`src/design/icch_cfg.svh`:
```
// Constants for the interface configuration command handler.
// Behaviour
// - UART command: config byte, three baud bytes.
// - Baud bytes travel least significant first.
// - Disabled UART command may omit baud bytes.
// - Config bit 0 enables the port.
// - Parity bits 5:4: 0 none, 2 even, 3 odd.
// - UART bit 6 selects two stop bits.
// - UART bit 7 enables hardware flow control.
// - Success answers code 0 only with acknowledges.
// - Code 1 too short, code 2 too long.
// - Busy needed pin answers code 9 with pin.
// - Second UART behaves exactly like the first.
// - SPI command: config byte, pending pin optional only when disabled.
// - SPI CPHA bit 5, CPOL bit 4, enable bit 0.
// - CPOL one means clock idles high.
// - CPHA one samples on second edge.
// - Restore needs word 0xF85A23E1, else code 7.
// - Valid restore reinstates defaults, resets, never acknowledges.
// - After restore: report code 3, then network notice.
// - Multicast: two-byte group count, one-byte field count.
// - Groups count from one; group zero invalid. The code accepts a group count of zero.
// - Memory short code 5, count 10, fields 11.
`ifndef ICCH_CFG_SVH
`define ICCH_CFG_SVH
// ****************************************************************
// Command and report identifiers
// ****************************************************************
`define ICCH_CMD_FIRST_UART_PORT 8'h30
`define ICCH_CMD_SECOND_UART_PORT 8'h31
`define ICCH_CMD_SPI 8'h32
`define ICCH_CMD_FACTORY 8'h33
`define ICCH_CMD_MCAST 8'h34
`define ICCH_RPT_RESET 8'h40
`define ICCH_RPT_NETCFG 8'h41
// ****************************************************************
// Response codes
// ****************************************************************
`define ICCH_RC_OK 8'h00
`define ICCH_RC_SHORT 8'h01
`define ICCH_RC_LONG 8'h02
`define ICCH_RC_RESET 8'h03
`define ICCH_RC_NOMEM 8'h05
`define ICCH_RC_BADVAL 8'h07
`define ICCH_RC_NOTGPIO 8'h08
`define ICCH_RC_PINBUSY 8'h09
`define ICCH_RC_GRPCNT 8'h0A
`define ICCH_RC_GRPFLD 8'h0B
// ****************************************************************
// Field positions, lengths and limits
// ****************************************************************
`define ICCH_BIT_ENABLE 0
`define ICCH_BIT_PAR_ON 5
`define ICCH_BIT_PAR_ODD 4
`define ICCH_BIT_STOP 6
`define ICCH_BIT_FLOW 7
`define ICCH_BIT_CPHA 5
`define ICCH_BIT_CPOL 4
`define ICCH_UART_LEN 3'h4
`define ICCH_SPI_LEN 3'h2
`define ICCH_FACT_LEN 3'h4
`define ICCH_MCAST_LEN 3'h3
`define ICCH_FACT_KEY 32'hF85A23E1
`define ICCH_GRP_MAX 16'h0400
`define ICCH_GRP_FIELDS_MAX 8'h08
`define ICCH_GRP_PER_BYTE 17'h00008
// ****************************************************************
// Pin assignment and reset values
// ****************************************************************
`define ICCH_U0_PINS {8'h00, 8'h01, 8'h02, 8'h03}
`define ICCH_U1_PINS {8'h04, 8'h05, 8'h06, 8'h07}
`define ICCH_SPI_PINS {8'h08, 8'h09, 8'h0A, 8'h0B}
`define ICCH_RST_UART_CFG 8'h01
`define ICCH_RST_BAUD 24'h01C200
`define ICCH_RST_SPI_CFG 8'h00
`define ICCH_RST_PEND_PIN 8'h0C
`define ICCH_RST_GRP_CNT 16'h0008
`define ICCH_RST_GRP_FIELDS 8'h01
// ****************************************************************
// Host register map
// ****************************************************************
`define ICCH_ADR_CTRL 8'h00
`define ICCH_ADR_ARG 8'h04
`define ICCH_ADR_STATUS 8'h08
`endif

```
`src/design/icch_pkg.sv`:
```
// Types shared by both ends of the configuration command link.
`default_nettype none
package icch_pkg;
  typedef enum logic [4:0] {
    DEV_IDLE = 5'h01,
    DEV_EXEC = 5'h02,
    DEV_RESP = 5'h04,
    DEV_NETW = 5'h08,
    DEV_SPARE = 5'h10
  } icch_dev_st_t;

  typedef enum logic [1:0] {
    HOST_IDLE = 2'h1,
    HOST_SEND = 2'h2
  } icch_host_st_t;

  typedef struct packed {
    icch_dev_st_t st;
    logic [7:0] cmd;
    logic [2:0] nargs;
    logic [1:0][7:0] ucfg;
    logic [1:0][23:0] baud;
    logic [7:0] spi_cfg;
    logic [7:0] pend_pin;
    logic [15:0] grp_cnt;
    logic [7:0] grp_fields;
    logic [7:0] rsp_cmd;
    logic [7:0] rsp_code;
    logic [7:0] rsp_pin;
    logic rsp_haspin;
    logic [1:0] rsp_idx;
    logic tx_valid;
    logic tx_last;
    logic [7:0] tx_data;
    logic sys_reset;
  } icch_dev_t;

  typedef struct packed {
    icch_host_st_t st;
    logic [7:0] cmd;
    logic [2:0] nargs;
    logic [31:0] arg;
    logic [2:0] idx;
    logic tx_valid;
    logic tx_first;
    logic tx_last;
    logic [7:0] tx_data;
    logic ack;
    logic [31:0] rdata;
    logic resp_valid;
    logic [7:0] rsp_cmd;
    logic [7:0] rsp_code;
    logic [7:0] rsp_pin;
    logic [1:0] rx_idx;
  } icch_host_t;
endpackage : icch_pkg
`default_nettype wire

```
`src/design/icch_if.sv`:
```
// Byte-wide command and response link between host and device.
`default_nettype none
interface icch_if;
  logic h2d_valid;
  logic h2d_first;
  logic h2d_last;
  logic [7:0] h2d_data;
  logic d2h_valid;
  logic d2h_last;
  logic [7:0] d2h_data;
  modport host (output h2d_valid, output h2d_first, output h2d_last, output h2d_data,
                input d2h_valid, input d2h_last, input d2h_data);
  modport dev (input h2d_valid, input h2d_first, input h2d_last, input h2d_data,
               output d2h_valid, output d2h_last, output d2h_data);
endinterface : icch_if
`default_nettype wire

```
`src/design/icch_device.sv`:
```
// Device end: decodes and executes interface configuration commands.
//
// Decided for this implementation: the placing of the registers and the Wishbone slave port.
`include "icch_cfg.svh"
`default_nettype none
module icch_device (
  // Clock and reset
  input wire logic mclk,
  input wire logic sys_rst,
  // Command link
  icch_if.dev lnk,
  // System status
  input wire logic ack_enable,
  input wire logic [31:0] pin_in_use,
  input wire logic [31:0] pin_gpio_ok,
  input wire logic [15:0] mem_avail,
  input wire logic net_up,
  // UART configuration, index 0 is the first port
  output logic [1:0] uart_interface_enable,
  output logic [1:0] uart_parity_on,
  output logic [1:0] uart_parity_odd,
  output logic [1:0] uart_two_stop,
  output logic [1:0] uart_flow_control_enable,
  output logic [23:0] uart0_baud,
  output logic [23:0] first_uart_port_baud,
  // SPI configuration
  output logic spi_interface_enable,
  output logic spi_idle_high,
  output logic spi_sample_second,
  output logic [7:0] spi_pending_pin,
  // Multicast configuration
  output logic [15:0] mcast_group_count,
  output logic [7:0] mcast_addr_fields,
  // System reset request
  output logic sys_reset_req
);
  icch_pkg::icch_dev_t r;
  icch_pkg::icch_dev_t n;
  logic [31:0] word;
  logic asm_clr;
  logic asm_load;

  // ****************************************************************
  // Pin conflict search
  // ****************************************************************
  function automatic logic [8:0] icch_first_busy(input logic [31:0] pins, input logic [3:0] need,
                                                 input logic [31:0] used);
    logic [8:0] res;
    logic [7:0] p;
    res = 9'h000;
    for (int i = 3; i >= 0; i--) begin
      p = pins[8*i +: 8];
      if (!res[8] && need[3-i] && p < 8'h20 && used[p[4:0]]) begin
        res = {1'b1, p};
      end
    end
    return res;
  endfunction : icch_first_busy

  // ****************************************************************
  // Argument assembly
  // ****************************************************************
  assign asm_clr = r.st == icch_pkg::DEV_IDLE && lnk.h2d_valid && lnk.h2d_first;
  assign asm_load = r.st == icch_pkg::DEV_IDLE && lnk.h2d_valid && !lnk.h2d_first && r.nargs < 3'h4;

  icch_le_asm u_asm (
    .mclk(mclk),
    .sys_rst(sys_rst),
    .clr(asm_clr),
    .load(asm_load),
    .idx(r.nargs[1:0]),
    .din(lnk.h2d_data),
    .word(word)
  );

  // ****************************************************************
  // Command engine
  // ****************************************************************
  always_comb begin
    logic [7:0] code;
    logic [8:0] hit;
    logic [7:0] cfgb;
    logic [7:0] pend;
    logic [16:0] need;
    logic u;
    logic en;
    logic fact;
    code = `ICCH_RC_OK;
    hit = 9'h000;
    cfgb = word[7:0];
    pend = word[15:8];
    need = 17'h00000;
    u = r.cmd == `ICCH_CMD_SECOND_UART_PORT;
    en = cfgb[`ICCH_BIT_ENABLE];
    fact = 1'b0;
    n = r;
    n.tx_valid = 1'b0;
    n.tx_last = 1'b0;
    n.sys_reset = 1'b0;
    unique case (r.st)
      icch_pkg::DEV_IDLE: begin
        if (lnk.h2d_valid) begin
          if (lnk.h2d_first) begin
            n.cmd = lnk.h2d_data;
            n.nargs = 3'h0;
          end else if (r.nargs != 3'h7) begin
            n.nargs = r.nargs + 3'h1;
          end
          if (lnk.h2d_last) begin
            n.st = icch_pkg::DEV_EXEC;
          end
        end
      end
      icch_pkg::DEV_EXEC: begin
        n.rsp_cmd = r.cmd;
        n.rsp_haspin = 1'b0;
        n.rsp_pin = 8'h00;
        n.rsp_idx = 2'h0;
        n.st = icch_pkg::DEV_IDLE;
        if (r.cmd == `ICCH_CMD_FIRST_UART_PORT || r.cmd == `ICCH_CMD_SECOND_UART_PORT) begin
          hit = icch_first_busy(u ? `ICCH_U1_PINS : `ICCH_U0_PINS,
                                {en, en, en & cfgb[`ICCH_BIT_FLOW], en & cfgb[`ICCH_BIT_FLOW]}, pin_in_use);
          if (r.nargs == 3'h0 || (r.nargs < `ICCH_UART_LEN && (en || r.nargs > 3'h1))) begin
            code = `ICCH_RC_SHORT;
          end else if (r.nargs > `ICCH_UART_LEN) begin
            code = `ICCH_RC_LONG;
          end else if (hit[8]) begin
            code = `ICCH_RC_PINBUSY;
            n.rsp_pin = hit[7:0];
            n.rsp_haspin = 1'b1;
          end else begin
            n.ucfg[u] = cfgb;
            if (r.nargs == `ICCH_UART_LEN) begin
              n.baud[u] = word[31:8];
            end
          end
        end else if (r.cmd == `ICCH_CMD_SPI) begin
          hit = icch_first_busy(`ICCH_SPI_PINS, {4{en}}, pin_in_use);
          if (r.nargs == 3'h0 || (en && r.nargs < `ICCH_SPI_LEN)) begin
            code = `ICCH_RC_SHORT;
          end else if (r.nargs > `ICCH_SPI_LEN) begin
            code = `ICCH_RC_LONG;
          end else if (en && (pend > 8'h1F || !pin_gpio_ok[pend[4:0]])) begin
            code = `ICCH_RC_NOTGPIO;
            n.rsp_pin = pend;
            n.rsp_haspin = 1'b1;
          end else if (en && (hit[8] || pin_in_use[pend[4:0]])) begin
            code = `ICCH_RC_PINBUSY;
            n.rsp_pin = hit[8] ? hit[7:0] : pend;
            n.rsp_haspin = 1'b1;
          end else begin
            n.spi_cfg = cfgb;
            if (r.nargs == `ICCH_SPI_LEN) begin
              n.pend_pin = pend;
            end
          end
        end else if (r.cmd == `ICCH_CMD_FACTORY) begin
          if (r.nargs < `ICCH_FACT_LEN) begin
            code = `ICCH_RC_SHORT;
          end else if (r.nargs > `ICCH_FACT_LEN) begin
            code = `ICCH_RC_LONG;
          end else if (word != `ICCH_FACT_KEY) begin
            code = `ICCH_RC_BADVAL;
          end else begin
            fact = 1'b1;
            n.ucfg = {2{`ICCH_RST_UART_CFG}};
            n.baud = {2{`ICCH_RST_BAUD}};
            n.spi_cfg = `ICCH_RST_SPI_CFG;
            n.pend_pin = `ICCH_RST_PEND_PIN;
            n.grp_cnt = `ICCH_RST_GRP_CNT;
            n.grp_fields = `ICCH_RST_GRP_FIELDS;
            n.sys_reset = 1'b1;
            n.rsp_cmd = `ICCH_RPT_RESET;
            code = `ICCH_RC_RESET;
          end
        end else if (r.cmd == `ICCH_CMD_MCAST) begin
          need = ({1'b0, word[15:0]} + `ICCH_GRP_PER_BYTE - 17'h00001) / `ICCH_GRP_PER_BYTE;
          if (r.nargs < `ICCH_MCAST_LEN) begin
            code = `ICCH_RC_SHORT;
          end else if (r.nargs > `ICCH_MCAST_LEN) begin
            code = `ICCH_RC_LONG;
          end else if (word[15:0] > `ICCH_GRP_MAX) begin
            code = `ICCH_RC_GRPCNT;
          end else if (word[23:16] == 8'h00 || word[23:16] > `ICCH_GRP_FIELDS_MAX) begin
            code = `ICCH_RC_GRPFLD;
          end else if (need > {1'b0, mem_avail}) begin
            code = `ICCH_RC_NOMEM;
            n.sys_reset = 1'b1;
          end else begin
            n.grp_cnt = word[15:0];
            n.grp_fields = word[23:16];
          end
        end
        // Unknown command codes belong to other handlers and are dropped.
        n.rsp_code = code;
        // A valid restore answers with code 3 but must keep the defaults it has just loaded.
        if (code != `ICCH_RC_OK && !fact) begin
          n.ucfg = r.ucfg;
          n.baud = r.baud;
          n.spi_cfg = r.spi_cfg;
          n.pend_pin = r.pend_pin;
          n.grp_cnt = r.grp_cnt;
          n.grp_fields = r.grp_fields;
        end
        if (fact || code != `ICCH_RC_OK || (ack_enable && (r.cmd == `ICCH_CMD_FIRST_UART_PORT ||
            r.cmd == `ICCH_CMD_SECOND_UART_PORT || r.cmd == `ICCH_CMD_SPI || r.cmd == `ICCH_CMD_MCAST))) begin
          n.st = icch_pkg::DEV_RESP;
        end
        if (!(r.cmd >= `ICCH_CMD_FIRST_UART_PORT && r.cmd <= `ICCH_CMD_MCAST)) begin
          n.st = icch_pkg::DEV_IDLE;
        end
      end
      icch_pkg::DEV_RESP: begin
        n.tx_valid = 1'b1;
        n.tx_data = r.rsp_idx == 2'h0 ? r.rsp_cmd : (r.rsp_idx == 2'h1 ? r.rsp_code : r.rsp_pin);
        n.tx_last = r.rsp_idx == 2'h2 || (r.rsp_idx == 2'h1 && !r.rsp_haspin);
        n.rsp_idx = r.rsp_idx + 2'h1;
        if (n.tx_last) begin
          n.st = r.rsp_cmd == `ICCH_RPT_RESET ? icch_pkg::DEV_NETW : icch_pkg::DEV_IDLE;
        end
      end
      icch_pkg::DEV_NETW: begin
        // The notice waits for the network stack, so a stalled stack holds off new commands.
        if (net_up) begin
          n.rsp_cmd = `ICCH_RPT_NETCFG;
          n.rsp_code = `ICCH_RC_OK;
          n.rsp_haspin = 1'b0;
          n.rsp_idx = 2'h0;
          n.st = icch_pkg::DEV_RESP;
        end
      end
      default: begin
        n.st = icch_pkg::DEV_IDLE;
      end
    endcase
  end

  always_ff @(posedge mclk or posedge sys_rst) begin
    if (sys_rst) begin
      r <= '{st: icch_pkg::DEV_IDLE, ucfg: {2{`ICCH_RST_UART_CFG}}, baud: {2{`ICCH_RST_BAUD}},
             spi_cfg: `ICCH_RST_SPI_CFG, pend_pin: `ICCH_RST_PEND_PIN, grp_cnt: `ICCH_RST_GRP_CNT,
             grp_fields: `ICCH_RST_GRP_FIELDS, default: '0};
    end else begin
      r <= n;
    end
  end

  // ****************************************************************
  // Outputs
  // ****************************************************************
  assign lnk.d2h_valid = r.tx_valid;
  assign lnk.d2h_last = r.tx_last;
  assign lnk.d2h_data = r.tx_data;
  assign uart_interface_enable = {r.ucfg[1][`ICCH_BIT_ENABLE], r.ucfg[0][`ICCH_BIT_ENABLE]};
  assign uart_parity_on = {r.ucfg[1][`ICCH_BIT_PAR_ON], r.ucfg[0][`ICCH_BIT_PAR_ON]};
  assign uart_parity_odd = {r.ucfg[1][`ICCH_BIT_PAR_ODD], r.ucfg[0][`ICCH_BIT_PAR_ODD]};
  assign uart_two_stop = {r.ucfg[1][`ICCH_BIT_STOP], r.ucfg[0][`ICCH_BIT_STOP]};
  assign uart_flow_control_enable = {r.ucfg[1][`ICCH_BIT_FLOW], r.ucfg[0][`ICCH_BIT_FLOW]};
  assign uart0_baud = r.baud[0];
  assign first_uart_port_baud = r.baud[1];
  assign spi_interface_enable = r.spi_cfg[`ICCH_BIT_ENABLE];
  assign spi_idle_high = r.spi_cfg[`ICCH_BIT_CPOL];
  assign spi_sample_second = r.spi_cfg[`ICCH_BIT_CPHA];
  assign spi_pending_pin = r.pend_pin;
  assign mcast_group_count = r.grp_cnt;
  assign mcast_addr_fields = r.grp_fields;
  assign sys_reset_req = r.sys_reset;
endmodule : icch_device
`default_nettype wire

```
`src/design/icch_le_asm.sv`:
```
// Little-endian assembler of argument bytes into one word.
`default_nettype none
module icch_le_asm (
  // Clock and reset
  input wire logic mclk,
  input wire logic sys_rst,
  // Byte input
  input wire logic clr,
  input wire logic load,
  input wire logic [1:0] idx,
  input wire logic [7:0] din,
  // Assembled word
  output logic [31:0] word
);
  logic [31:0] word_reg;
  logic [31:0] word_next;

  always_comb begin
    word_next = word_reg;
    if (clr) begin
      word_next = 32'h00000000;
    end else if (load) begin
      word_next[8*idx +: 8] = din;
    end
  end

  always_ff @(posedge mclk or posedge sys_rst) begin
    if (sys_rst) begin
      word_reg <= 32'h00000000;
    end else begin
      word_reg <= word_next;
    end
  end

  assign word = word_reg;
endmodule : icch_le_asm
`default_nettype wire

```
`src/flat_wrapper.sv`:
```
// flat-port wrapper written by rule: the top's interface ports become plain ports
module icch_device_flat 
  (mclk, sys_rst, ack_enable, pin_in_use, pin_gpio_ok, mem_avail, net_up, uart_interface_enable, uart_parity_on, uart_parity_odd, uart_two_stop, uart_flow_control_enable, uart0_baud, first_uart_port_baud, spi_interface_enable, spi_idle_high, spi_sample_second, spi_pending_pin, mcast_group_count, mcast_addr_fields, sys_reset_req, lnk_h2d_valid, lnk_h2d_first, lnk_h2d_last, lnk_h2d_data, lnk_d2h_valid, lnk_d2h_last, lnk_d2h_data);
  icch_if lnk_i ();
  input wire logic mclk;
  input wire logic sys_rst;
  input wire logic ack_enable;
  input wire logic [31:0] pin_in_use;
  input wire logic [31:0] pin_gpio_ok;
  input wire logic [15:0] mem_avail;
  input wire logic net_up;
  output logic [1:0] uart_interface_enable;
  output logic [1:0] uart_parity_on;
  output logic [1:0] uart_parity_odd;
  output logic [1:0] uart_two_stop;
  output logic [1:0] uart_flow_control_enable;
  output logic [23:0] uart0_baud;
  output logic [23:0] first_uart_port_baud;
  output logic spi_interface_enable;
  output logic spi_idle_high;
  output logic spi_sample_second;
  output logic [7:0] spi_pending_pin;
  output logic [15:0] mcast_group_count;
  output logic [7:0] mcast_addr_fields;
  output logic sys_reset_req;
  input wire logic [$bits(lnk_i.h2d_valid)-1:0] lnk_h2d_valid;
  input wire logic [$bits(lnk_i.h2d_first)-1:0] lnk_h2d_first;
  input wire logic [$bits(lnk_i.h2d_last)-1:0] lnk_h2d_last;
  input wire logic [$bits(lnk_i.h2d_data)-1:0] lnk_h2d_data;
  output wire logic [$bits(lnk_i.d2h_valid)-1:0] lnk_d2h_valid;
  output wire logic [$bits(lnk_i.d2h_last)-1:0] lnk_d2h_last;
  output wire logic [$bits(lnk_i.d2h_data)-1:0] lnk_d2h_data;
  assign lnk_i.h2d_valid = lnk_h2d_valid;
  assign lnk_i.h2d_first = lnk_h2d_first;
  assign lnk_i.h2d_last = lnk_h2d_last;
  assign lnk_i.h2d_data = lnk_h2d_data;
  assign lnk_d2h_valid = lnk_i.d2h_valid;
  assign lnk_d2h_last = lnk_i.d2h_last;
  assign lnk_d2h_data = lnk_i.d2h_data;
  icch_device u_core (.mclk(mclk), .sys_rst(sys_rst), .lnk(lnk_i), .ack_enable(ack_enable), .pin_in_use(pin_in_use), .pin_gpio_ok(pin_gpio_ok), .mem_avail(mem_avail), .net_up(net_up), .uart_interface_enable(uart_interface_enable), .uart_parity_on(uart_parity_on), .uart_parity_odd(uart_parity_odd), .uart_two_stop(uart_two_stop), .uart_flow_control_enable(uart_flow_control_enable), .uart0_baud(uart0_baud), .first_uart_port_baud(first_uart_port_baud), .spi_interface_enable(spi_interface_enable), .spi_idle_high(spi_idle_high), .spi_sample_second(spi_sample_second), .spi_pending_pin(spi_pending_pin), .mcast_group_count(mcast_group_count), .mcast_addr_fields(mcast_addr_fields), .sys_reset_req(sys_reset_req));
endmodule
```
`config.mk`:
```
export PLATFORM = sky130hd
export DESIGN_NAME = icch_device_flat
export DESIGN_NICKNAME = d
export VERILOG_FILES = /design/src/design/icch_pkg.sv /design/src/design/icch_if.sv /design/src/design/icch_device.sv /design/src/design/icch_le_asm.sv /design/src/flat_wrapper.sv
export VERILOG_INCLUDE_DIRS = /design/src /design/src/design
export SDC_FILE = /design/constraint.sdc
export NUM_CORES = 1
export LEC_CHECK = 0
export ABC_AREA = 1
export BUFFER_PORTS_ARGS = -buffer_cell sky130_fd_sc_hd__buf_2
export CAP_MARGIN = 20
export CORE_ASPECT_RATIO = 1.25
export CORE_UTILIZATION = 57
export DETAILED_ROUTE_END_ITERATION = 6
export GPL_ROUTABILITY_DRIVEN = 0
export PLACE_DENSITY = 0.94
export SETUP_SLACK_MARGIN = 0.05
export SLEW_MARGIN = 20
export SYNTH_ARGS = -nofsm -noshare
export SYNTH_HDL_FRONTEND = slang
export SYNTH_SLANG_ARGS = --single-unit
```
`constraint.sdc`:
```
create_clock -name mclk -period 8.5 [get_ports mclk]
set_input_delay 1.7 -clock mclk [delete_from_list [all_inputs] [get_ports mclk]]
set_output_delay 1.7 -clock mclk [all_outputs]
set_load 0.02 [all_outputs]
```
## After elaboration in Yosys (flattened, before gate mapping)

Cells that the tools add are included.

- Register bits: 188
- Output and inout port bits: 104
- Logic and storage cells: 315

- Add/subtract/negate cells: 5
- Magnitude comparators: 24
- Eq/ne operators: 43
- Shifts and indexed selects: 2
- Mux-type cells: 142
- Bitwise operators: 4
- Reduce and logical (&&, ||, !) cells: 74

Operators with widths:

| kind | count |
|---|---|
| $mux 112 | 3 |
| $mux 9 | 37 |
| $mux 64 | 5 |
| $mux 24 | 8 |
| $mux 8 | 24 |
| $mux 80 | 1 |
| $mux 14 | 5 |
| $mux 32 | 2 |
| $bwmux 48 | 1 |
| $mux 48 | 1 |
| $eq 8x6->1 const B | 5 |
| $ne 2x2->1 const B | 17 |
| $neg 5->34 | 1 |
| $shift 8x34->32 const A | 1 |
| $shiftx 8x34->32 | 1 |
| $bwmux 32 | 1 |
| $lt 8x6->1 const B | 4 |
| $mux 16 | 2 |
| $ne 32x32->1 const B | 1 |
| $pmux 16 s2 | 1 |
| $logic_and 1x1->1 | 31 |
| $bmux 1 s5 | 6 |
| $lt 5x6->1 const B | 5 |
| $mux 27 | 1 |
| other kinds (56) | 130 |

## Logic depth before layout (Yosys ltp)

- Depth after elaboration: 41
- Depth in mapped cells: 40

## Modules after synthesis

Synthesis repeated with hierarchy kept, for this count alone.

- Cell total of the unflattened synthesis: 1,632
- Area total of the unflattened synthesis: 11,541.1 um2

Modules (own cells, without submodules):

| module | times used | cells each | area each (um2) | sequential area each (um2) |
|---|---|---|---|---|
| icch_device | 1 | 1,450 | 10,042.1 | 3,572.2 |
| icch_le_asm | 1 | 182 | 1,498.9 | 800.8 |

## Worst setup path after synthesis

No wires, ideal clock.

- Path kind: reg2reg
- From: register u_core.u_asm.word_reg[0] (netlist: u_core.u_asm.word[0])
- To: register u_core.r, in the netlist u_core.uart_two_stop[1]
- Setup time: 0.121 ns
- Arrival: 3.506 ns
- Data required time: 8.379 ns
- Path slack: 4.873 ns
- Cell stages (with the launch flop): 38
- Cell sequence: dfrtp_1 > buf_4 > inv_2 > nand2_1 > inv_2 > nor2_1 > inv_2 > nor2_2 > nand2_1 > nor2_2 > inv_2 > nor2_2 > nand2_1 > nor2_2 > nand2_1 > nor2_2 > inv_2 > nor2_1 > [... 2 more ...] > a21oi_1 > nand2_1 > a21boi_0 > nand2_1 > nand2_1 > nand2_1 > nand2_1 > nand2_1 > nand2_1 > nand2_1 > nand2_1 > nand2_1 > nand2_1 > nand3_2 > nand2_4 > nand3_2 > nand2_1 > o21ai_1

- Word-level cells in the longest chain between the ends: 39
- Elaborated cells on any way between the ends: 101
- Classes of those cells: add/sub (2); order compare (2); eq/ne (4); mux (55); bitwise (2); reduce/logical (36)

RTL lines:

| what | RTL line | source |
|---|---|---|
| from (decl) | icch_le_asm.sv:15 | `logic [31:0] word_reg;` |
| from (signal assigned) | icch_le_asm.sv:31 | `word_reg <= word_next;` |
| parallel branches: the longest is 38 deep, another holds $add 16x4->17 | - |  |
| $reduce_and 10->1 (no line) * | - |  |
| to (signal assigned) | icch_device.sv:240 | `` r <= '{st: icch_pkg::DEV_IDLE, ucfg: {2{`ICCH_RST_UART_CFG}}, baud: {2{`ICCH_RST_BAUD}}, `` |
| to (signal assigned) | icch_device.sv:244 | `r <= n;` |
| to (decl) | icch_device.sv:37 | `icch_pkg::icch_dev_t r;` |

Every way passes the cells marked *. The select of a mux whose other input is x is not followed.
A chain may end at the register's enable or synchronous reset.

## Final worst setup path

- From: register u_core.u_asm.word_reg[0] (netlist: u_core.u_asm.word[0])
- To: register u_core.r, in the netlist u_core.mcast_group_count[11]

- Word-level cells in the longest chain between the ends: 39
- Elaborated cells on any way between the ends: 101
- Classes of those cells: add/sub (2); order compare (2); eq/ne (4); mux (55); bitwise (2); reduce/logical (36)

RTL lines:

| what |
|---|
| parallel branches: the longest is 38 deep, another holds $add 16x4->17 |
| $reduce_and 13->1 (no line) * |

Marked as above.

==> results.toml <==
[clock_network]
cts-resized-gates = 0
cts_tree = "done"
h-tree-depth = 4
root_buffer = "sky130_fd_sc_hd__clkbuf_16"
cts_hold_buf = 0
numClockSinks = 174
cts.reportedPaths.clkPinSlew_ns = 0.07
worst_skew_pair.late_latency_ns = 0.44
cts_buffers = 17
postCtsSetupBuffers = 0
bufs_on_longest_clock_path = 2

[worst_setup_path]
worst_setup_path_end_kind = "flop"
cp_data_arrival_time_ns = 5.02
critical_path_start_end_classification = "reg2reg"
worst-path-buf-inv = 6
crit_path_leading_delay_family = "simple AND/OR/NAND/NOR gates"
crit_path_frequent_cell = "sky130_fd_sc_hd__nand2_1"
cp.required_ns = 8.85
worst_path_largest_cell_delay_ns = 0.52
critPathLaunchType = "flop"
cp_slowest_cell = "sky130_fd_sc_hd__dfrtp_1"
cell_depth_of_the_worst_flop_to_flop_path = 28
cell_count_along_the_critical_path = 28
path_max_fanout = 29

[timing]
period_minus_slack_ns = 4.67
setup_total_negative_slack_ns = 0
final_max_slew_viol_count = 0
slew_headroom_pct = 38.0
layout_setup_ws_ns = 3.83
fin_hold_ws_ns = 0.472
final.period_utilization_pct = 55.0
finalClockSkew_ns = 0.0155
hold_viol = 0
setup_repair_after_global_routing_missed_its_margin = "no"
timing.fmax_mhz = 214
setup_viol = 0
least_margin_pin_slew_ns = 0.929

[detailed_routing]
wirelength_microns = 30400
via_count = 9998
drt_first_iter_violations = 1139
route.detailed.drc = 3
avgRoutedWirePerCell_microns = 18.1
routed_via_density = 5.95
first_pass_iters = 7
drtAntennaViolNets = 0

[floorplan]
die_x_microns = 123
io_pins = 199
die-area_sq_mm = 0.0190
start_util_pct = 58.1
coreArea_sq_mm = 0.0181
chipHeight_microns = 154
placement_rows = 55

[power_and_ir_drop]
netSwitchingFraction_pct = 40.3
power.switching_mw = 1.14
pwr_density_cell_mw_per_mm2 = 246
cell_internal_pwr_mw = 1.69
clock_power_share_pct = 29.3
share_comb_of_total_power_pct = 32.0
seq_power_share_pct = 38.6
cellLeakagePower_nw = 6.04
p_total_mw = 2.83
vdd_drop_max_uv = 164

[placed_design]
numPlacedInstances = 1649
dp_hpwl_microns = 22000
dpl_ws_ns = 3.66
placed_cell_area_sq_mm = 0.0109
placement.io_buffers = 198

[logic_synthesis]
synth-edff-count = 0
synth_cells = 1361
synth.yosys.warnings = 0
dominantRegCellSynth = "sky130_fd_sc_hd__dfrtp_1"
avgSynthCellArea_sq_um = 7.72
synth.cell_area_sq_mm = 0.0105
postSynthRegisterBits = 174
post_synth_num_cell_types = 54
mappedNetlistNets = 1481
postSynth.asyncResetShare_pct = 100
synth_sequential_area_ratio_pct = 41.6

[cells_and_area]
utilization_pct = 63.5
post_layout_inst_area_sq_mm = 0.0115
final_cells = 1681
fraction_of_layout_instances_using_a_drive_strength_above_1_pct = 21.7
largest_reg_flops = 38
diode_insertion_count_for_antenna_repair = 0
final_net_count = 1560
fillers = 1512
layout-area-overhead-vs-synth_pct = 9.41

[global_routing]
global_route_wire_length_before_repair_microns = 48000
first_global_vias = 9796
global_route.usage.total_pct = 33.2
initial_antenna_violation_count = 0
largest_net_degree_at_the_start_of_global_routing = 92
grt_remaining_overflow = 0

[run]
max-cap-violations = 0

[worst_hold_path]
min_path_cells = 2
worst_hold_path_type = "reg2reg"

[run_status]
run_status = "finished with violations"
failed_checks = "DRC"
Yosys cell counts (all sizes together) (2+ instances only):
master,instances,area share (%)
a22o,2,0.17
mux2i,2,0.19
inv,199,7.1
ha,25,3.0
a32o,3,0.29
buf,127,8.6
o22ai,30,1.8
nor2,125,4.9
dfrtp,159,38
nand3b,2,0.14
clkinv,2,0.071
xor2,4,0.33
a21oi,113,5.5
nand3,64,3.4
o31ai,25,2.0
nand2,280,10
o21ai,89,4.3
clkbuf,16,0.57
nand4,29,2.1
nor4,10,0.65
dfstp,15,3.8
nor3,18,1.2
mux2,8,0.86
a31oi,4,0.24
layout make-up:
| cell class | count | area, sq um | share of cell area [%] |
|---|---|---|---|
| inverters | 201 | 762 | 6.63 |
| flip-flops and latches | 174 | 4370 | 38.0 |
| multi-input cells | 843 | 4420 | 38.4 |
| clock buffers | 17 | 425 | 3.70 |
| clock inverters | 15 | 204 | 1.77 |
| repair buffers | 203 | 1030 | 8.98 |
| well taps | 228 | 285 | 2.48 |
cells in the final DEF, fill, tap and decap left out, drive strengths merged:
master and count:
xor2 4, nand3b 2, or4 1, o211ai 1, a21boi 1, o31ai 25, nor3 18, a21o 1
nand2 280, and3 1, and2 1, a22o 2, o22ai 30, a21oi 113, a32o 3, dfstp 15
mux2 8, clkinvlp 5, ha 25, o21ai 89, inv 205, clkbuf 17, nor4 10, nor2 125
a31oi 4, bufinv 3, o221a 1, o41ai 1, buf 203, dfrtp 159, nand3 64, mux2i 2
clkinv 3, o21a 1, nand4 29, a211oi 1
worst register-to-register path: cells and delay by family (launching register included):
| kind | cells | cell delay, ns |
|---|---|---|
| AND/OR/NAND/NOR | 21 | 2.96 |
| flip-flops | 1 | 0.52 |
| buffers and inverters | 6 | 0.80 |
| adder cells (fa/ha/maj) | 1 | 0.31 |
layer usage:
metal  track usage, %  up-vias  routed length, microns
li1                 -     4499                       -
met1             37.2     4617                   10400
met2             54.6      664                   14600
met3             8.16      218                    2790
met4             23.6        0                    2570
met5                0        -                       0
power groups by stage:
stage | logic (mW) | registers [mW] | clock network, mW
floorplan | 0.684 | 1.03 | 0
global placement | 0.827 | 1.08 | 0
detailed placement | 0.861 | 1.09 | 0
CTS | 0.876 | 1.08 | 0.832
global route | 1.00 | 1.10 | 0.862
finish | 0.905 | 1.09 | 0.828
final timing paths:
check                                                start                              end  slack, ns
max                                   u_core.u_asm.word[0]     u_core.mcast_group_count[11]       3.83
min                        u_core.uart_interface_enable[1]  u_core.uart_interface_enable[1]       0.47
max reg2reg                           u_core.u_asm.word[0]     u_core.mcast_group_count[11]       3.83
min reg2reg                u_core.uart_interface_enable[1]  u_core.uart_interface_enable[1]       0.47
max in group asynchronous                          sys_rst        u_core.spi_pending_pin[6]       5.89
min in group asynchronous                          sys_rst      u_core.mcast_addr_fields[6]       1.41
kinds of logic (layout without fill, tap and decap cells):
kind of cell | after synthesis | in the layout | share of synthesized area (%)
adder cells (fa/ha/maj) | 25 | 25 | 2.98
AO/OA/AOI/OAI | 273 | 273 | 14.8
multiplexers | 10 | 10 | 1.05
XOR/XNOR | 4 | 4 | 0.333
AND/OR/NAND/NOR | 531 | 531 | 22.8
flip-flops | 174 | 174 | 41.6
buffers and inverters | 344 | 436 | 16.4
Power figures use the tool's default switching activity.
